===== src/rtl/sys_ctl_regs.svh =====
/*
 State counts, steps, write-back mask bits and reset values.
 Assumes inclusion by bare name.
*/
// Notes on behaviour
// - trap pushes PC then CONDITION_CODE_REG pre-decrement, loads vector, 14 or 16 states.
// - exception return pops CONDITION_CODE_REG then PC post-increment, restoring all flags.
// - sleep enters power-down, flags kept, 2 states.
// - load CONDITION_CODE_REG post-increment reads word at source pointer, then pointer plus 2.
// - store CONDITION_CODE_REG pre-decrement subtracts 2 from destination pointer, then writes.
// - store CONDITION_CODE_REG with 16-bit displacement takes 8 states, flags kept.
// - byte block move repeats while low count byte nonzero, flags kept.
// - word block move repeats while full 16-bit count nonzero, flags kept.
// - block move takes 8 states plus 4 per unit counted.
// - state counts hold for on-chip operands; slower memory adds states.
// - transfers tied to the slow peripheral clock take a variable count.
`ifndef SYS_CTL_REGS_SVH
`define SYS_CTL_REGS_SVH

`define SC_ST_W 20
`define ST_TRAP_NORMAL 20'h0000E
`define ST_TRAP_ADV 20'h00010
`define ST_RTE 20'h0000A
`define ST_SHORT 20'h00002
`define ST_MEM_IND 20'h00006
`define ST_MEM_D16 20'h00008
`define ST_MEM_D24 20'h0000C
`define ST_MEM_AUTO 20'h00008
`define ST_MEM_ABS16 20'h00008
`define ST_MEM_ABS24 20'h0000A
`define ST_MOVE_BASE 20'h00008
`define ST_MOVE_UNIT 20'h00004

`define PTR_STEP 32'h00000002
`define PC_STEP 32'h00000002
`define BYTE_STEP 32'h00000001

`define WB_W 7
`define WB_CCR 0
`define WB_PC 1
`define WB_SP 2
`define WB_SRC 3
`define WB_DST 4
`define WB_COUNT 5
`define WB_REG8 6

`define CCR_RESET 8'h00
`define WORD_RESET 32'h00000000

`endif


===== src/rtl/sys_ctl_pkg.sv =====
/*
 Types of the execution unit.
 Assumes nothing of its surroundings.
*/
package sys_ctl_pkg;
   typedef enum logic [3:0] {
      OP_NOP, OP_SLEEP, OP_TRAP, OP_RTE, OP_LDC_IMM, OP_LDC_REG, OP_LDC_MEM,
      OP_STC_REG, OP_STC_MEM, OP_CONTROL_AND_IMMEDIATE, OP_ORC, OP_CONTROL_XOR_IMMEDIATE, OP_MOVE_B, OP_MOVE_W
   } instr_t;

   typedef enum logic [2:0] {
      EA_IND, EA_DISP16, EA_DISP24, EA_AUTO, EA_ABS16, EA_ABS24
   } ea_mode_t;

   typedef enum logic [3:0] {
      S_IDLE, S_PUSH_PC_LO, S_PUSH_PC_HI, S_PUSH_CCR, S_POP_CCR, S_POP_PC_HI, S_POP_PC_LO,
      S_LOAD, S_STORE, S_MOVE_RD, S_MOVE_WR, S_PAD
   } exec_state_t;
endpackage


===== src/rtl/sys_ctl_state_count.sv =====
/*
 Nominal state count of one instruction, on-chip.
 Assumes stable operands.
*/
`timescale 1ns/1ps
`include "sys_ctl_regs.svh"
module sys_ctl_state_count #(
   parameter int COUNT_W = 16
) (
   input wire sys_ctl_pkg::instr_t op,
   input wire sys_ctl_pkg::ea_mode_t mode,
   input wire logic advanced,
   input wire logic [COUNT_W-1:0] count,
   output logic [`SC_ST_W-1:0] states
);
   logic [`SC_ST_W-1:0] units;

   always_comb begin
      units = '0;
      if (op == sys_ctl_pkg::OP_MOVE_W) begin
         units = `SC_ST_W'(count);
      end else begin
         units = `SC_ST_W'(count[7:0]);
      end
   end

   always_comb begin
      states = `ST_SHORT;
      case (op)
         sys_ctl_pkg::OP_TRAP: states = advanced ? `ST_TRAP_ADV : `ST_TRAP_NORMAL;
         sys_ctl_pkg::OP_RTE: states = `ST_RTE;
         sys_ctl_pkg::OP_LDC_MEM, sys_ctl_pkg::OP_STC_MEM: begin
            case (mode)
               sys_ctl_pkg::EA_IND: states = `ST_MEM_IND;
               sys_ctl_pkg::EA_DISP16: states = `ST_MEM_D16;
               sys_ctl_pkg::EA_DISP24: states = `ST_MEM_D24;
               sys_ctl_pkg::EA_AUTO: states = `ST_MEM_AUTO;
               sys_ctl_pkg::EA_ABS16: states = `ST_MEM_ABS16;
               default: states = `ST_MEM_ABS24;
            endcase
         end
         sys_ctl_pkg::OP_MOVE_B, sys_ctl_pkg::OP_MOVE_W: begin
            states = `ST_MOVE_BASE + `SC_ST_W'(units * `ST_MOVE_UNIT);
         end
         default: states = `ST_SHORT;
      endcase
   end
endmodule


===== src/rtl/sys_ctl_mem_port.sv =====
/*
 One memory access: go latches it, request held until acknowledged.
 Assumes no go while an access is open.
*/
`timescale 1ns/1ps
module sys_ctl_mem_port (
   input wire logic clk,
   input wire logic rst,
   input wire logic go,
   input wire logic we,
   input wire logic byte_acc,
   input wire logic [31:0] addr,
   input wire logic [15:0] wdata,
   output logic done,
   output logic [15:0] rdata,
   output logic mem_req,
   output logic mem_we,
   output logic mem_byte,
   output logic [31:0] mem_addr,
   output logic [15:0] mem_wdata,
   input wire logic [15:0] mem_rdata,
   input wire logic mem_ack
);
   // completion is combinational so each access costs two states on-chip
   assign done = mem_req & mem_ack;
   assign rdata = mem_rdata;

   always_ff @(posedge clk) begin
      if (rst) begin
         mem_req <= 1'b0;
      end else if (go) begin
         mem_req <= 1'b1;
      end else if (done) begin
         mem_req <= 1'b0;
      end
   end

   always_ff @(posedge clk) begin
      if (rst) begin
         mem_we <= 1'b0;
         mem_byte <= 1'b0;
         mem_addr <= 32'h00000000;
         mem_wdata <= 16'h0000;
      end else if (go) begin
         mem_we <= we;
         mem_byte <= byte_acc;
         mem_addr <= addr;
         mem_wdata <= wdata;
      end
   end
endmodule


===== src/rtl/sys_ctl_exec.sv =====
/*
 Execution unit for system control and block move instructions.
 Assumes one instruction per START while BUSY is low; results
 are written back per WB_MASK at DONE.
*/
`timescale 1ns/1ps
`include "sys_ctl_regs.svh"
module sys_ctl_exec #(
   parameter int COUNT_W = 16
) (
   input wire logic CLK,
   input wire logic SYS_RST,
   input wire logic START,
   input wire sys_ctl_pkg::instr_t OPCODE,
   input wire sys_ctl_pkg::ea_mode_t EA_MODE,
   input wire logic ADVANCED,
   input wire logic [7:0] IMM8,
   input wire logic [31:0] DISP,
   input wire logic [31:0] ABS_ADDR,
   input wire logic [7:0] SRC_REG8,
   input wire logic [7:0] CCR_IN,
   input wire logic [31:0] PC_IN,
   input wire logic [31:0] SP_IN,
   input wire logic [31:0] SRC_PTR_IN,
   input wire logic [31:0] DST_PTR_IN,
   input wire logic [COUNT_W-1:0] COUNT_IN,
   input wire logic [31:0] TRAP_VECTOR,
   input wire logic WAKE,
   output logic MEM_REQ,
   output logic MEM_WE,
   output logic MEM_BYTE,
   output logic [31:0] MEM_ADDR,
   output logic [15:0] MEM_WDATA,
   input wire logic [15:0] MEM_RDATA,
   input wire logic MEM_ACK,
   output logic BUSY,
   output logic DONE,
   output logic [`WB_W-1:0] WB_MASK,
   output logic [7:0] CCR_OUT,
   output logic [31:0] PC_OUT,
   output logic [31:0] SP_OUT,
   output logic [31:0] SRC_PTR_OUT,
   output logic [31:0] DST_PTR_OUT,
   output logic [COUNT_W-1:0] COUNT_OUT,
   output logic [7:0] REG8_OUT,
   output logic [`SC_ST_W-1:0] STATE_COUNT,
   output logic POWER_DOWN
);
   if (COUNT_W < 8 || COUNT_W > 16) begin : g_bad_count_w
      $error("COUNT_W must lie between 8 and 16");
   end

   sys_ctl_pkg::exec_state_t state;
   sys_ctl_pkg::instr_t op;
   sys_ctl_pkg::ea_mode_t mode;
   logic adv;
   logic issued;
   logic [`SC_ST_W-1:0] elapsed;
   logic [`SC_ST_W-1:0] base;
   logic [`SC_ST_W-1:0] next_base;
   logic [31:0] ea;
   logic [31:0] vector;
   logic [7:0] move_byte;
   logic [31:0] ea_ptr;
   logic go;
   logic acc_we;
   logic acc_byte;
   logic [31:0] acc_addr;
   logic [15:0] acc_wdata;
   logic acc_done;
   logic [15:0] acc_rdata;
   logic take;

   function automatic logic [31:0] ea_calc(input sys_ctl_pkg::ea_mode_t m, input logic [31:0] ptr,
                                           input logic [31:0] disp, input logic [31:0] abs_a);
      case (m)
         sys_ctl_pkg::EA_DISP16: ea_calc = ptr + {{16{disp[15]}}, disp[15:0]};
         sys_ctl_pkg::EA_DISP24: ea_calc = ptr + {{8{disp[23]}}, disp[23:0]};
         sys_ctl_pkg::EA_ABS16: ea_calc = {{16{abs_a[15]}}, abs_a[15:0]};
         sys_ctl_pkg::EA_ABS24: ea_calc = {8'h00, abs_a[23:0]};
         default: ea_calc = ptr;
      endcase
   endfunction

   // byte moves look only at the low count byte, word moves at all of it
   function automatic logic count_live(input logic [COUNT_W-1:0] cnt, input logic word_mode);
      if (word_mode) begin
         count_live = (cnt != '0);
      end else begin
         count_live = (cnt[7:0] != 8'h00);
      end
   endfunction

   function automatic logic [COUNT_W-1:0] count_dec(input logic [COUNT_W-1:0] cnt, input logic word_mode);
      logic [COUNT_W-1:0] res;
      res = cnt;
      if (word_mode) begin
         res = cnt - COUNT_W'(1);
      end else begin
         res[7:0] = cnt[7:0] - 8'h01;
      end
      count_dec = res;
   endfunction

   assign take = START && (state == sys_ctl_pkg::S_IDLE) && !POWER_DOWN;
   assign BUSY = (state != sys_ctl_pkg::S_IDLE);

   sys_ctl_state_count #(
      .COUNT_W(COUNT_W)
   ) u_count (
      .op(OPCODE),
      .mode(EA_MODE),
      .advanced(ADVANCED),
      .count(COUNT_IN),
      .states(next_base)
   );

   always_comb begin
      if (OPCODE == sys_ctl_pkg::OP_STC_MEM) begin
         if (EA_MODE == sys_ctl_pkg::EA_AUTO) begin
            ea_ptr = DST_PTR_IN - `PTR_STEP;
         end else begin
            ea_ptr = DST_PTR_IN;
         end
      end else begin
         ea_ptr = SRC_PTR_IN;
      end
   end

   // address and data of the access that the current state needs
   always_comb begin
      acc_we = 1'b0;
      acc_byte = 1'b0;
      acc_addr = SP_OUT;
      acc_wdata = 16'h0000;
      case (state)
         sys_ctl_pkg::S_PUSH_PC_LO: begin
            acc_we = 1'b1;
            acc_addr = SP_OUT - `PTR_STEP;
            acc_wdata = PC_OUT[15:0];
         end
         sys_ctl_pkg::S_PUSH_PC_HI: begin
            acc_we = 1'b1;
            acc_addr = SP_OUT - `PTR_STEP;
            acc_wdata = PC_OUT[31:16];
         end
         sys_ctl_pkg::S_PUSH_CCR: begin
            acc_we = 1'b1;
            acc_addr = SP_OUT - `PTR_STEP;
            acc_wdata = {CCR_OUT, CCR_OUT};
         end
         sys_ctl_pkg::S_LOAD: acc_addr = ea;
         sys_ctl_pkg::S_STORE: begin
            acc_we = 1'b1;
            acc_addr = ea;
            acc_wdata = {CCR_OUT, CCR_OUT};
         end
         sys_ctl_pkg::S_MOVE_RD: begin
            acc_byte = 1'b1;
            acc_addr = SRC_PTR_OUT;
         end
         sys_ctl_pkg::S_MOVE_WR: begin
            acc_we = 1'b1;
            acc_byte = 1'b1;
            acc_addr = DST_PTR_OUT;
            acc_wdata = {8'h00, move_byte};
         end
         default: acc_addr = SP_OUT;
      endcase
   end

   assign go = !issued && (state != sys_ctl_pkg::S_IDLE) && (state != sys_ctl_pkg::S_PAD);

   sys_ctl_mem_port u_mem (
      .clk(CLK),
      .rst(SYS_RST),
      .go(go),
      .we(acc_we),
      .byte_acc(acc_byte),
      .addr(acc_addr),
      .wdata(acc_wdata),
      .done(acc_done),
      .rdata(acc_rdata),
      .mem_req(MEM_REQ),
      .mem_we(MEM_WE),
      .mem_byte(MEM_BYTE),
      .mem_addr(MEM_ADDR),
      .mem_wdata(MEM_WDATA),
      .mem_rdata(MEM_RDATA),
      .mem_ack(MEM_ACK)
   );

   always_ff @(posedge CLK) begin
      if (SYS_RST) begin
         issued <= 1'b0;
      end else if (go) begin
         issued <= 1'b1;
      end else if (acc_done) begin
         issued <= 1'b0;
      end
   end

   // states since START; memory waits beyond on-chip speed stretch it
   always_ff @(posedge CLK) begin
      if (SYS_RST) begin
         elapsed <= '0;
      end else if (take) begin
         elapsed <= `SC_ST_W'(1);
      end else if (BUSY && elapsed != '1) begin
         elapsed <= elapsed + `SC_ST_W'(1);
      end
   end

   always_ff @(posedge CLK) begin
      if (SYS_RST) begin
         op <= sys_ctl_pkg::OP_NOP;
         mode <= sys_ctl_pkg::EA_IND;
         adv <= 1'b0;
         base <= '0;
         ea <= `WORD_RESET;
         vector <= `WORD_RESET;
      end else if (take) begin
         op <= OPCODE;
         mode <= EA_MODE;
         adv <= ADVANCED;
         base <= next_base;
         ea <= ea_calc(EA_MODE, ea_ptr, DISP, ABS_ADDR);
         vector <= TRAP_VECTOR;
      end else if (MEM_REQ && !MEM_ACK) begin
         base <= base + `SC_ST_W'(1);
      end
   end

   always_ff @(posedge CLK) begin
      if (SYS_RST) begin
         state <= sys_ctl_pkg::S_IDLE;
      end else begin
         case (state)
            sys_ctl_pkg::S_IDLE: begin
               if (take) begin
                  case (OPCODE)
                     sys_ctl_pkg::OP_TRAP: state <= sys_ctl_pkg::S_PUSH_PC_LO;
                     sys_ctl_pkg::OP_RTE: state <= sys_ctl_pkg::S_POP_CCR;
                     sys_ctl_pkg::OP_LDC_MEM: state <= sys_ctl_pkg::S_LOAD;
                     sys_ctl_pkg::OP_STC_MEM: state <= sys_ctl_pkg::S_STORE;
                     sys_ctl_pkg::OP_MOVE_B, sys_ctl_pkg::OP_MOVE_W: begin
                        if (count_live(COUNT_IN, OPCODE == sys_ctl_pkg::OP_MOVE_W)) begin
                           state <= sys_ctl_pkg::S_MOVE_RD;
                        end else begin
                           state <= sys_ctl_pkg::S_PAD;
                        end
                     end
                     default: state <= sys_ctl_pkg::S_PAD;
                  endcase
               end
            end
            sys_ctl_pkg::S_PUSH_PC_LO: begin
               if (acc_done) begin
                  state <= adv ? sys_ctl_pkg::S_PUSH_PC_HI : sys_ctl_pkg::S_PUSH_CCR;
               end
            end
            sys_ctl_pkg::S_PUSH_PC_HI: begin
               if (acc_done) begin
                  state <= sys_ctl_pkg::S_PUSH_CCR;
               end
            end
            sys_ctl_pkg::S_POP_CCR: begin
               if (acc_done) begin
                  state <= adv ? sys_ctl_pkg::S_POP_PC_HI : sys_ctl_pkg::S_POP_PC_LO;
               end
            end
            sys_ctl_pkg::S_POP_PC_HI: begin
               if (acc_done) begin
                  state <= sys_ctl_pkg::S_POP_PC_LO;
               end
            end
            sys_ctl_pkg::S_MOVE_RD: begin
               if (acc_done) begin
                  state <= sys_ctl_pkg::S_MOVE_WR;
               end
            end
            sys_ctl_pkg::S_MOVE_WR: begin
               if (acc_done) begin
                  if (count_live(count_dec(COUNT_OUT, op == sys_ctl_pkg::OP_MOVE_W), op == sys_ctl_pkg::OP_MOVE_W)) begin
                     state <= sys_ctl_pkg::S_MOVE_RD;
                  end else begin
                     state <= sys_ctl_pkg::S_PAD;
                  end
               end
            end
            sys_ctl_pkg::S_PAD: begin
               if (elapsed >= base) begin
                  state <= sys_ctl_pkg::S_IDLE;
               end
            end
            default: begin
               if (acc_done) begin
                  state <= sys_ctl_pkg::S_PAD;
               end
            end
         endcase
      end
   end

   always_ff @(posedge CLK) begin
      if (SYS_RST) begin
         DONE <= 1'b0;
         STATE_COUNT <= '0;
      end else begin
         DONE <= (state == sys_ctl_pkg::S_PAD) && (elapsed >= base);
         if ((state == sys_ctl_pkg::S_PAD) && (elapsed >= base)) begin
            STATE_COUNT <= elapsed;
         end
      end
   end

   // power-down follows completion of the sleep instruction
   always_ff @(posedge CLK) begin
      if (SYS_RST) begin
         POWER_DOWN <= 1'b0;
      end else if ((state == sys_ctl_pkg::S_PAD) && (elapsed >= base) && (op == sys_ctl_pkg::OP_SLEEP)) begin
         POWER_DOWN <= 1'b1;
      end else if (WAKE) begin
         POWER_DOWN <= 1'b0;
      end
   end

   always_ff @(posedge CLK) begin
      if (SYS_RST) begin
         CCR_OUT <= `CCR_RESET;
         REG8_OUT <= 8'h00;
         WB_MASK <= '0;
      end else if (take) begin
         CCR_OUT <= CCR_IN;
         REG8_OUT <= CCR_IN;
         WB_MASK <= '0;
         case (OPCODE)
            sys_ctl_pkg::OP_LDC_IMM: begin
               CCR_OUT <= IMM8;
               WB_MASK[`WB_CCR] <= 1'b1;
            end
            sys_ctl_pkg::OP_LDC_REG: begin
               CCR_OUT <= SRC_REG8;
               WB_MASK[`WB_CCR] <= 1'b1;
            end
            sys_ctl_pkg::OP_CONTROL_AND_IMMEDIATE: begin
               CCR_OUT <= CCR_IN & IMM8;
               WB_MASK[`WB_CCR] <= 1'b1;
            end
            sys_ctl_pkg::OP_ORC: begin
               CCR_OUT <= CCR_IN | IMM8;
               WB_MASK[`WB_CCR] <= 1'b1;
            end
            sys_ctl_pkg::OP_CONTROL_XOR_IMMEDIATE: begin
               CCR_OUT <= CCR_IN ^ IMM8;
               WB_MASK[`WB_CCR] <= 1'b1;
            end
            sys_ctl_pkg::OP_STC_REG: WB_MASK[`WB_REG8] <= 1'b1;
            sys_ctl_pkg::OP_TRAP: WB_MASK <= `WB_W'((1 << `WB_PC) | (1 << `WB_SP));
            sys_ctl_pkg::OP_RTE: WB_MASK <= `WB_W'((1 << `WB_CCR) | (1 << `WB_PC) | (1 << `WB_SP));
            sys_ctl_pkg::OP_LDC_MEM: begin
               WB_MASK[`WB_CCR] <= 1'b1;
               WB_MASK[`WB_SRC] <= (EA_MODE == sys_ctl_pkg::EA_AUTO);
            end
            sys_ctl_pkg::OP_STC_MEM: WB_MASK[`WB_DST] <= (EA_MODE == sys_ctl_pkg::EA_AUTO);
            sys_ctl_pkg::OP_MOVE_B, sys_ctl_pkg::OP_MOVE_W: begin
               WB_MASK <= `WB_W'((1 << `WB_SRC) | (1 << `WB_DST) | (1 << `WB_COUNT));
            end
            sys_ctl_pkg::OP_NOP: WB_MASK[`WB_PC] <= 1'b1;
            default: WB_MASK <= '0;
         endcase
      end else if (acc_done && (state == sys_ctl_pkg::S_POP_CCR || state == sys_ctl_pkg::S_LOAD)) begin
         CCR_OUT <= acc_rdata[15:8];
      end
   end

   always_ff @(posedge CLK) begin
      if (SYS_RST) begin
         PC_OUT <= `WORD_RESET;
         SP_OUT <= `WORD_RESET;
      end else if (take) begin
         PC_OUT <= (OPCODE == sys_ctl_pkg::OP_NOP) ? PC_IN + `PC_STEP : PC_IN;
         SP_OUT <= SP_IN;
      end else if (acc_done) begin
         case (state)
            sys_ctl_pkg::S_PUSH_PC_LO, sys_ctl_pkg::S_PUSH_PC_HI: SP_OUT <= SP_OUT - `PTR_STEP;
            sys_ctl_pkg::S_PUSH_CCR: begin
               SP_OUT <= SP_OUT - `PTR_STEP;
               PC_OUT <= vector;
            end
            sys_ctl_pkg::S_POP_CCR: SP_OUT <= SP_OUT + `PTR_STEP;
            sys_ctl_pkg::S_POP_PC_HI: begin
               SP_OUT <= SP_OUT + `PTR_STEP;
               PC_OUT[31:16] <= acc_rdata;
            end
            sys_ctl_pkg::S_POP_PC_LO: begin
               SP_OUT <= SP_OUT + `PTR_STEP;
               PC_OUT <= {adv ? PC_OUT[31:16] : 16'h0000, acc_rdata};
            end
            default: SP_OUT <= SP_OUT;
         endcase
      end
   end

   always_ff @(posedge CLK) begin
      if (SYS_RST) begin
         SRC_PTR_OUT <= `WORD_RESET;
         DST_PTR_OUT <= `WORD_RESET;
         COUNT_OUT <= '0;
         move_byte <= 8'h00;
      end else if (take) begin
         SRC_PTR_OUT <= SRC_PTR_IN;
         DST_PTR_OUT <= ea_ptr == SRC_PTR_IN && OPCODE != sys_ctl_pkg::OP_STC_MEM ? DST_PTR_IN : ea_ptr;
         COUNT_OUT <= COUNT_IN;
      end else if (acc_done) begin
         case (state)
            sys_ctl_pkg::S_LOAD: begin
               if (mode == sys_ctl_pkg::EA_AUTO) begin
                  SRC_PTR_OUT <= SRC_PTR_OUT + `PTR_STEP;
               end
            end
            sys_ctl_pkg::S_MOVE_RD: begin
               move_byte <= acc_rdata[7:0];
               SRC_PTR_OUT <= SRC_PTR_OUT + `BYTE_STEP;
            end
            sys_ctl_pkg::S_MOVE_WR: begin
               DST_PTR_OUT <= DST_PTR_OUT + `BYTE_STEP;
               COUNT_OUT <= count_dec(COUNT_OUT, op == sys_ctl_pkg::OP_MOVE_W);
            end
            default: move_byte <= move_byte;
         endcase
      end
   end
endmodule


===== config.mk =====
export PLATFORM = sky130hd
export DESIGN_NAME = sys_ctl_exec
export DESIGN_NICKNAME = d
export VERILOG_FILES = /design/src/rtl/sys_ctl_pkg.sv /design/src/rtl/sys_ctl_state_count.sv /design/src/rtl/sys_ctl_mem_port.sv /design/src/rtl/sys_ctl_exec.sv
export VERILOG_INCLUDE_DIRS = /design/src /design/src/rtl
export SDC_FILE = /design/constraint.sdc
export NUM_CORES = 1
export LEC_CHECK = 0
export BUFFER_PORTS_ARGS = -buffer_cell sky130_fd_sc_hd__buf_2
export CORE_ASPECT_RATIO = 1.25
export CORE_UTILIZATION = 40
export DETAILED_ROUTE_END_ITERATION = 8
export HOLD_SLACK_MARGIN = 0.05
export SLEW_MARGIN = 20
export SYNTH_ARGS = -nofsm -noshare
export SYNTH_HDL_FRONTEND = slang
export SYNTH_SLANG_ARGS = --single-unit

===== constraint.sdc =====
create_clock -name CLK -period 5 [get_ports CLK]
set_clock_uncertainty 0.1 [all_clocks]
set_input_delay 1 -clock CLK [delete_from_list [all_inputs] [get_ports CLK]]
set_output_delay 1 -clock CLK [all_outputs]
set_load 0.005 [all_outputs]

# Word-level counts from Yosys, hierarchy flattened
# Index checks and enable logic that the tools add are counted.
# totals
regBits	364
inputBits	293
output_inout_bits	241
wordCells	227
# classes
addsub	14
order_cmp	1
eq_ne	45
n_mux	81
n_bitwise	5
reduce_logical	54
# ops
cell	count
two-way mux 32 bit	14
one-hot mux 32 bit (4 select lines)	2
one-hot mux 32 bit (2 select lines)	2
adder 32 x 2 -> 32 bit, second input constant	3
two-way mux 16 bit	5
two-way mux 8 bit	10
one-hot mux 20 bit (4 select lines)	1
adder 32 x 1 -> 32 bit, second input constant	2
adder 32 bit	2
one-hot mux 16 bit (4 select lines)	1
subtractor 32 x 2 -> 32 bit, second input constant	2
one-hot mux 16 bit (3 select lines)	1
equality test 4 bit, second input constant	11
adder 20 x 1 -> 20 bit, second input constant	2
two-way mux 20 bit	2
one-hot mux 8 bit (5 select lines)	1
two-way mux 4 bit	9
equality test 32 bit	1
equality test 4 x 3 -> 1 bit, second input constant	8
one-hot mux 16 bit (2 select lines)	1
one-hot mux 4 bit (8 select lines)	1
nonzero test 16 bit	2
two-way mux 1 bit	23
>= comparator 20 bit	1
other kinds (39)	93

# Logic depth before layout (Yosys ltp)
# Gate-level depths: netlist of run 1.
# depth
depth_word	13
mapped_depth	18

# Modules after synthesis
# A second synthesis of run 1 with hierarchy kept.
# unflattened
hier_cells	3317
hier_area_um2	24689.9
# by_module_without_submodules
module	n_inst	cells_per_inst	area_each_um2	seq_area_each_um2
sys_ctl_exec	1	3049	22225.1	6286.0
sys_ctl_mem_port	1	183	1961.9	1021.0
sys_ctl_state_count	1	85	503.0	0.0

# Worst setup path after synthesis of run 1
# No wires, ideal clock.
# synth_path
path_kind	in2reg
start	input port DST_PTR_IN[3]
end	register ea[31]
arrival_ns	4.542
required_ns	4.799
setup_slack_ns	0.257
stages	16
path_buffers	2
cell_sequence	buf_6 > or3_4 > or3_4 > buf_6 > nor3_1 > xnor2_1 > o21ai_1 > ha_1 > a21oi_1 > o21ai_0 > a2111oi_0 > o31a_1 > o211ai_1 > a221oi_1 > xor2_1 > o41ai_1
# synth_between
elab_chain_len	5
word_cells_on_any_way	6
cone_classes	add/sub (3); mux (3)
# synth_lines
item	line_no	text
from (decl)	sys_ctl_exec.sv:25	input wire logic [31:0] DST_PTR_IN,
subtractor 32 x 2 -> 32 bit (no source line)	--	
two-way mux 32 bit (*)	sys_ctl_exec.sv:120	if (EA_MODE == sys_ctl_pkg::EA_AUTO) begin
two-way mux 32 bit (*)	sys_ctl_exec.sv:119	if (OPCODE == sys_ctl_pkg::OP_STC_MEM) begin
adder 32 bit, on equally long branches	sys_ctl_exec.sv:78, sys_ctl_exec.sv:77	
one-hot mux 32 bit (4 select lines) (*)	sys_ctl_exec.sv:76	case (m)
to (signal assigned)	sys_ctl_exec.sv:220	ea <= `WORD_RESET;
to (signal assigned)	sys_ctl_exec.sv:227	ea <= ea_calc(EA_MODE, ea_ptr, DISP, ABS_ADDR);
to (decl)	sys_ctl_exec.sv:61	logic [31:0] ea;
# Every way passes the cells marked *; elsewhere a longest branch is shown, timed or not.
# A chain may end at the register's enable or synchronous reset.

# Worst setup path after layout of run 1
# layout_path
start	input port DST_PTR_IN[6]
end	register ea[31]
# The elaborated chain is that of the path after synthesis.

==> metrics list, run 1 <==
- The flow ran to the end, and the final reports show no timing, DRC or antenna violations.
- Post-cts repair resize count: 0
* Startpoint Class: primary input
- After legalization and detailed placement, the total HPWL measured just under 80 mm.
- The min-delay analysis places its worst path in the category flip-flop to flip-flop.
- STA puts the critical path data required time at between 5 and 6 ns.
- After clock tree synthesis, the setup repair step added 0 buffers.
- Counting every net in the synthesized netlist gives 3650.
* Worst path cell trace: buf_2, or3_1, or3_1, nor3_2, nor3b_1, xnor2_1, o21ai_2, ha_1, a21oi_1, o21ai_0, a2111oi_0, buf_4, o31a_1, o211ai_1, a221oi_1, xor2_1, o41ai_1
* Final slew viol count: 0
- The worst setup path is captured at a flip-flop.
* Least-Margin Pin Slew: approximately 1.1 ns
* Peak per-stage delay on the critical path: roughly 0.49 ns
* Finished Core Util: 49.16%
* Worst-case headroom to the max-slew limit: roughly 28%
- Synthesis inferred between 300 and 400 register bits.
- After filler insertion, the fill cell instance count of the layout stands at 6212.
* Std cell rows: 100
* Yosys warnings: 0
- Total negative slack for setup checks: 0 ns
* Fraction of final layout cells sized beyond drive strength 1: roughly a fifth
- The first global-routing pass estimated roughly 150 mm of wire.
- Initial Utilization: between 40% and 50%
* Maximum frequency from static timing analysis: approximately 220 MHz
* Dpl ws: -0.1962 ns
* Number of hold buffers added after CTS: 0
- Of all nets on the critical path, the largest fanout is 4.
- Synthesis-to-finish area growth: 20.98%
- The worst setup path is of the primary input to flip-flop kind.
- Critical Path AT: 5.02 ns
* Aggregate routed wire length: just over 100 mm
* Antenna violation net count after detailed routing: 0
- Setup slack closes at approximately 0.38 ns.
- Leakage power: around 12 nW
- Cell depth of the worst setup path: 17
* WHS Path Cells: 2
* Detailed-route wire length per cell: between 20 and 25 um
* Post-layout power: ~14 mW
- By area the synthesized netlist is led by sky130_fd_sc_hd__dfxtp_1 (30%), sky130_fd_sc_hd__a21oi_1 (6.4%), sky130_fd_sc_hd__nand2_1 (6.2%), sky130_fd_sc_hd__nor2_1 (6.2%), sky130_fd_sc_hd__ha_1 (4.2%).
* Minimum clock period after layout: 4.621 ns
* Cell area after technology mapping: ~0.024 mm^2
- Clock transition at the registers of the reported paths: roughly 0.060 ns
- Power spread over the standard cell area amounts to 472.7 mW/mm^2.
- Master of the slowest instance on the critical path: sky130_fd_sc_hd__a2111oi_0
* Drt initial violations: 2607
- Proportion of netlist area held by the largest area contributor: 29.99%
- After layout, the worst path uses slightly above 90% of the clock period.
* Routability-driven placement congestion ratio: 0.9467
- Total buffers and inverters traversed by the critical path: 2
- The number of endpoints with negative hold slack in the final report is 0.
- The via count of the first global-routing pass was around 25000.
- Setup violations remaining at the end of the flow were counted as 0.
- After detailed routing, the number of remaining DRC violations is 0.
- The tool flagged a number of max-cap violations equal to 0.
- Initial antenna violation count: 18
* CTS Root Buffer Type: sky130_fd_sc_hd__clkbuf_16
* Number of standard cells after synthesis: 3275
- Across the VDD grid, the largest voltage drop is roughly 0.3 mV.
- Detailed routing inserted a total of 26900 vias.
- In the synthesized netlist the dominant register cell turns out to be sky130_fd_sc_hd__dfxtp_1.
- Clk Latency, worst-skew pair: about 0.60 ns
- The net count of the finished layout is 4096.
- Yosys mapped a number of flops with a built-in enable equal to 0.
- Sequential share of the synthesized area: ~30%
* CP delay by family, top: compound AO/OA/AOI/OAI gates
- Number of buffer cells added on primary ports: 517
- Detailed Routing Iterations Pass 1: 9
* All-layer global routing usage: between 30% and 40%
- Hold is met by roughly 0.35 ns.
- The H-tree was split into 2 levels.
- Pin count of the biggest net entering global routing: 98
* Per-instance average area after synthesis: 7.420 um^2
- The total overflow left after global routing is 0.
- The netlist uses 97 different library cells.
- In the synthesized netlist the async set-or-reset flop fraction comes to 0%.
- R2R setup slack: 1.21 ns
* RSZ-0062 raised after global routing: false
* Core area: between 0.05 and 0.06 mm^2
* Die outline height: between 200 and 300 um
- Via-to-Cell Ratio: ~5.9
- Area of the die: 0.06175 mm^2
- Die span in x: 222.5 um
- Cell type with the highest aggregate area in the netlist: sky130_fd_sc_hd__dfxtp_1
- Counting stages on the worst path, the most repeated cell is sky130_fd_sc_hd__or3_1.
- For the worst flop-to-flop path, the logic depth is 8.
* Clock sinks: approximately 360
- Clock tree synthesis inserted a total of 42 buffers.
* Largest buffer count on any clock path: 3
* CTS tree: yes
- For this design the top-level I/O count stands at approximately 530.
-- power by group --
group	internal (mW)	total [mW]	leakage, nW	switching (mW)
Sequential	3.62	4.56	2.98	0.948
Combinational	2.18	6.02	8.05	3.84
Clock	1.93	3.31	0.690	1.39
-- synth_stat cells, types with 22 or more instances --
| cell | n |
|---|---|
| sky130_fd_sc_hd__nand2_1 | 402 |
| sky130_fd_sc_hd__nor2_1 | 402 |
| sky130_fd_sc_hd__dfxtp_1 | 364 |
| sky130_fd_sc_hd__a21oi_1 | 310 |
| sky130_fd_sc_hd__clkbuf_1 | 182 |
| sky130_fd_sc_hd__o21ai_0 | 161 |
| sky130_fd_sc_hd__nor3_1 | 109 |
| sky130_fd_sc_hd__xnor2_1 | 108 |
| sky130_fd_sc_hd__a211oi_1 | 103 |
| sky130_fd_sc_hd__xor2_1 | 94 |
| sky130_fd_sc_hd__nand3_1 | 87 |
| sky130_fd_sc_hd__inv_1 | 83 |
| sky130_fd_sc_hd__ha_1 | 81 |
| sky130_fd_sc_hd__a221oi_1 | 57 |
| sky130_fd_sc_hd__nand4_1 | 57 |
| sky130_fd_sc_hd__a222oi_1 | 44 |
| sky130_fd_sc_hd__and3_1 | 40 |
| sky130_fd_sc_hd__buf_2 | 40 |
| sky130_fd_sc_hd__or3_1 | 38 |
| sky130_fd_sc_hd__nor4_1 | 37 |
| sky130_fd_sc_hd__o211ai_1 | 34 |
| sky130_fd_sc_hd__a22oi_1 | 31 |
| sky130_fd_sc_hd__a311oi_1 | 28 |
| sky130_fd_sc_hd__mux2i_1 | 24 |
| sky130_fd_sc_hd__nor2b_1 | 23 |
| sky130_fd_sc_hd__a31oi_1 | 22 |
-- worst register-to-register path: cells and delay by family, from the launching register on --
kind,cells,cell delay [ns]
AOI/OAI and AO/OA,3,0.79
buffers and inverters,2,0.53
DFF,1,0.63
and+or+nand+nor,3,1.70
-- placed cells by master (no fill, tap or decap), types with 36 or more instances in the layout --
| cell | synthesis | final |
|---|---|---|
| sky130_fd_sc_hd__a21oi_1 | 310 | 310 |
| sky130_fd_sc_hd__nand3_1 | 87 | 86 |
| sky130_fd_sc_hd__or3_1 | 38 | 37 |
| sky130_fd_sc_hd__o21ai_0 | 161 | 159 |
| sky130_fd_sc_hd__and3_1 | 40 | 40 |
| sky130_fd_sc_hd__nand4_1 | 57 | 57 |
| sky130_fd_sc_hd__xnor2_1 | 108 | 108 |
| sky130_fd_sc_hd__xor2_1 | 94 | 94 |
| sky130_fd_sc_hd__nor4_1 | 37 | 36 |
| sky130_fd_sc_hd__buf_4 | 6 | 126 |
| sky130_fd_sc_hd__clkbuf_16 | 0 | 42 |
| sky130_fd_sc_hd__a222oi_1 | 44 | 44 |
| sky130_fd_sc_hd__ha_1 | 81 | 81 |
| sky130_fd_sc_hd__a211oi_1 | 103 | 103 |
| sky130_fd_sc_hd__dfxtp_1 | 364 | 364 |
| sky130_fd_sc_hd__buf_2 | 40 | 516 |
| sky130_fd_sc_hd__nor2_1 | 402 | 402 |
| sky130_fd_sc_hd__nor3_1 | 109 | 104 |
| sky130_fd_sc_hd__a221oi_1 | 57 | 57 |
| sky130_fd_sc_hd__nand2_1 | 402 | 402 |
| sky130_fd_sc_hd__inv_1 | 83 | 83 |
-- cells by family (layout without fill, tap and decap cells) --
kind of cell / Yosys count / count (layout) / share of synthesized area (%)
other: 0 / 12 / 0
and+or+nand+nor: 1319 / 1319 / 25.93
DFF: 364 / 364 / 29.99
buffers and inverters: 328 / 803 / 5.468
muxes: 25 / 25 / 1.035
AOI/OAI and AO/OA: 954 / 954 / 25.98
xor gates and xnor gates: 203 / 203 / 7.347
adders and majority gates: 82 / 82 / 4.253
-- registers in the layout, indices dropped and copies added, names as in the netlist, 3 cells and up --
name and flops:
DST_PTR_OUT 32, PC_OUT 32, SP_OUT 32, SRC_PTR_OUT 32, ea 32, u_mem.mem_addr 32
vector 32, STATE_COUNT 20, base 20, elapsed 20, COUNT_OUT 16, u_mem.mem_wdata 16
CCR_OUT 8, REG8_OUT 8, move_byte 8, WB_MASK 7, op 4, state 4
mode 3
-- layer usage --
metal  up-vias  share of wire (%)  track usage [%]  wire length, um
li1      12880                  -                -                -
met1     12680                 43            43.40            44020
met2      1155                 45            50.36            46270
met3       178                7.9            4.798             8030
met4        12                3.5            12.13             3574
met5         -              0.077                0               79
-- stage by stage --
stage               instances  instance area (um^2)
floorplan                3275                 24300
global placement         4442                 27940
detailed placement       4442                 27940
CTS                      4515                 29360
global route             4526                 29400
finish                   4527                 29400
-- final cells by class --
class                           count  area (um^2)  area share [%]
Antenna cell                       12        30.03          0.1021
Timing Repair Buffer              647         3623           12.32
Clock inverter                     13        240.2          0.8171
Inverter                           83        311.5           1.060
Sequential cell                   364         7287           24.79
Multi-Input combinational cell   2583        15760           53.61
Tap cell                          765        957.2           3.256
Clock buffer                       60         1189           4.043
-- path summary, 6_finish.rpt --
path	endpoint	startpoint
worst max-delay path	ea[31]	DST_PTR_IN[6]
worst min-delay path	vector[15]	vector[15]
worst max register to register	ea[30]	state[0]
worst min register to register	vector[15]	vector[15]
Power figures use the tool's default switching activity.
==> run 2: changes to the inputs <==
Settings changed: REMOVE_ABC_BUFFERS from default to 1.
==> run 2 against run 1 <==
  * Setup slack gained 0.042 ns
  * Die area is the same
  * Combinational power is essentially flat
  * Maximum frequency grew 0.91%
  * Register-to-register slack gained 0.09 ns
  * Critical path depth shrank 1
==> metrics list, run 2 (synthesized netlist as in run 1, its figures left out) <==
* Startpoint Class: primary input (unchanged)
- The sequential group share of total power was 32.9% (was 32.8%).
* Number of buffers added for setup after CTS: 0 (unchanged)
* Clock sinks: 364 (unchanged)
* Fraction of final layout cells sized beyond drive strength 1: 20.98% (was 20.99%)
- The maximum number of pins on one net before global-route repair was 152 (was 98).
- DRC: 0 (unchanged)
- The clock power share is 23.8% (about the same).
- The buffer depth of the longest clock path came to 3 (unchanged).
- Worst-case hold path end point: vector[15] (unchanged)
- CTS tree: yes (unchanged)
* Routability-driven placement congestion ratio: 0.9730 (was 0.9467)
* Initial antenna violation count: 4 (was 18)
- CTS Root Buffer Type: sky130_fd_sc_hd__clkbuf_16 (unchanged)
- The routed wirelength normalized by instance count came to 23.04 um (was 22.53 um).
- Post-route standard cell area excluding fillers: 0.02934 mm^2 (was 0.02940 mm^2)
- The switching fraction of total power is 44.48% (was 44.46%).
- Worst path cell trace: buf_2, or3_1, or3_4, nor3_1, xnor2_1, o21ai_1, ha_1, a21oi_1, o21ai_0, a2111oi_0, buf_4, o31a_1, o211ai_1, a221oi_1, xor2_1, o41ai_1 (was buf_2, or3_1, or3_1, nor3_2, nor3b_1, xnor2_1, o21ai_2, ha_1, a21oi_1, o21ai_0, a2111oi_0, buf_4, o31a_1, o211ai_1, a221oi_1, xor2_1, o41ai_1)
* All-layer global routing usage: 32.32% (was 31.82%)
- R2R setup slack: 1.30 ns (was 1.21 ns)
- Worst setup EP type: flip-flop (unchanged)
- Worst min-delay path category: flip-flop to flip-flop (unchanged)
* Total power per unit cell area: 475.8 mW/mm^2 (was 472.7 mW/mm^2)
* Startpoint of the worst register-to-register path: state[3] (was state[0])
* Finished Core Util: 49.06% (was 49.16%)
- The clock period minus final worst setup slack is 4.579 ns (was 4.621 ns).
- Die outline height: 277.6 um (unchanged)
- The clock latency on the worst-skew pair came to 0.59 ns (was 0.60 ns).
- Peak per-stage delay on the critical path: 0.50 ns (was 0.49 ns)
- The critical path class is primary input to flip-flop (unchanged).
- Final layout net count: 4090 (was 4096)
- Clock transition at the registers of the reported paths: 0.06 ns (about the same)
- Master of the slowest instance on the critical path: sky130_fd_sc_hd__a2111oi_0 (unchanged)
- Core area: 0.05981 mm^2 (unchanged)
- Maximum frequency from static timing analysis: 218.4 MHz (was 216.4 MHz)
- The number of port buffers is 517 (unchanged).
- Wire length of the first global-routing pass: 155.0 mm (was 153.0 mm)
- Outcome: finished, final reports clean (unchanged).
* H-tree level count: 2 (unchanged)
* Least-Margin Pin Slew: 0.9757 ns (was 1.082 ns)
- Peak supply drop: 0.3515 mV (was 0.2985 mV)
* Drt initial violations: 2774 (was 2607)
- DP Wirelength: 78.42 mm (was 78.17 mm)
* Area of the die: 0.06175 mm^2 (unchanged)
- The depth of the worst register-to-register path was 10 (was 8).
* Antenna violation net count after detailed routing: 0 (unchanged)
- The max-cap check violation count was 0 (unchanged).
* Aggregate routed wire length: 104.0 mm (was 102.0 mm)
- The internal power summed over all cells is 7.752 mW (was 7.719 mW).
- Number of hold buffers added after CTS: 0 (unchanged)
* Detailed Routing Iterations Pass 1: 9 (unchanged)
* Leakage power: 11.70 nW (was 11.72 nW)
* CP delay by family, top: compound AO/OA/AOI/OAI gates (unchanged)
- Post-cts repair resize count: 0 (unchanged)
- WHS Path Cells: 2 (unchanged)
* Net switching power: 6.211 mW (was 6.178 mW)
- The count of buffer and inverter cells on the critical path was 2 (unchanged).
* Vias after detailed routing: 27060 (was 26900)
- Final setup vio count: 0 (unchanged)
* Worst R2R End: CCR_OUT[6] (was ea[30])
* Launch instance of the worst min-delay path: vector[15] (unchanged)
- The sum of overflow across all layers after global routing is 0 (unchanged).
* Hold Fails Final Rpt: 0 (unchanged)
- Std cell rows: 100 (unchanged)
* TritonCTS Buffers: 42 (unchanged)
- The relative area change from synthesis to final layout was 20.75% (was 20.98%).
- Cell area after placement: 0.02790 mm^2 (was 0.02794 mm^2)
* Ports placed on the boundary: 534 (unchanged)
- Highest-count cells in the layout ignoring fill and taps: sky130_fd_sc_hd__buf_2 (516), sky130_fd_sc_hd__nand2_1 (402), sky130_fd_sc_hd__nor2_1 (399), sky130_fd_sc_hd__dfxtp_1 (364), sky130_fd_sc_hd__a21oi_1 (309) (was sky130_fd_sc_hd__buf_2 (516), sky130_fd_sc_hd__nor2_1 (402), sky130_fd_sc_hd__nand2_1 (402), sky130_fd_sc_hd__dfxtp_1 (364), sky130_fd_sc_hd__a21oi_1 (310))
- Number of global-route vias before repair: 24960 (was 24700)
- Leading cell type in the layout, fill and taps excluded: sky130_fd_sc_hd__buf_2 (unchanged)
- Final slew viol count: 0 (unchanged)
- Cell depth of the worst setup path: 16 (was 17)
- The largest fanout on the critical path was 8 (was 4).
- Initial Utilization: 40.63% (unchanged)
- Portion of total power attributed to combinational logic: 43.3% (about the same)
- The data arrival time of the critical path was 4.95 ns (was 5.02 ns).
* Via-to-Cell Ratio: 5.994 (was 5.941)
* RSZ-0062 raised after global routing: false (unchanged)
* Worst-case headroom to the max-slew limit: 34.89% (was 27.60%)
- Die span in x: 222.5 um (unchanged)
* Required time worst endpoint: 5.37 ns (was 5.40 ns)
* Period utilisation layout: 91.57% (was 92.41%)
==> run 2: cell count changes in the layout (fill, tap and decap cells not counted), moves of 2 or more <==
cell / previous run / this run
sky130_fd_sc_hd__inv_6: 0 / 3
sky130_fd_sc_hd__diode_2: 12 / 4
sky130_fd_sc_hd__clkbuf_8: 7 / 5
sky130_fd_sc_hd__clkinv_2: 2 / 4
sky130_fd_sc_hd__inv_16: 2 / 0
sky130_fd_sc_hd__nor2_2: 2 / 5
sky130_fd_sc_hd__buf_4: 126 / 120
sky130_fd_sc_hd__nor2_1: 402 / 399
==> run 2: final cells by class <==
| type | instances | area, um^2 |
|---|---|---|
| fill | 6182 | 30460 |
| antenna | 4 | 10.01 |
| clock inverter | 18 | 275.3 |
| multi-input combinational | 2583 | 15770 |
| timing repair buffer | 641 | 3578 |
| sequential | 364 | 7287 |
| inverter | 83 | 311.5 |
| tap | 765 | 957.2 |
| clock buffer | 57 | 1157 |
==> run 2: worst min-delay path: cells and delay by family (launching register included) <==
kind / cells / cell delay, ns
and+or+nand+nor: 1 / 0.05
DFF: 1 / 0.30
AOI/OAI and AO/OA: 1 / 0.05
==> run 2: stage by stage <==
step | setup WS [ns] | power, mW | TNS [ns] | hold WS, ns | std cells
finish | 0.4213 | 13.96 | 0 | 0.3527 | 4515
global route | 0.1360 | 14.73 | 0 | 0.3676 | 4515
detailed placement | -0.1284 | 10.56 | -0.1284 | 0.3445 | 4436
global placement | 0.03754 | 10.51 | 0 | 0.3392 | 4436
floorplan | -5.215 | 8.129 | -775.50 | 0.3257 | 3030
CTS | 0.4733 | 13.91 | 0 | 0.3527 | 4511
==> run 2: worst max-delay path by stage <==
stage	start	slack, ns	end
floorplan	state[3]	-5.22	ea[30]
global placement	DST_PTR_IN[6]	0.04	ea[31]
detailed placement	DST_PTR_IN[6]	-0.13	ea[31]
CTS	DST_PTR_IN[6]	0.47	ea[31]
global route	DST_PTR_IN[6]	0.14	ea[31]
finish	DST_PTR_IN[6]	0.42	ea[31]
==> run 2: power by group through the flow <==
stage	Sequential (mW)	Clock (mW)	Combinational, mW
after floorplan	4.36	0	3.76
after global placement	4.61	0	5.90
after detailed placement	4.61	0	5.95
after CTS	4.55	3.37	5.98
after global routing	4.67	3.46	6.60
final	4.60	3.32	6.05
==> run 2: per-layer routing <==
metal	GRT usage, %	wire [um]	up-vias
met3	4.629	7897	202
met4	13.74	4508	0
li1	-	-	12860
met5	0	0	-
met1	41.88	42770	12830
met2	53.36	48850	1166
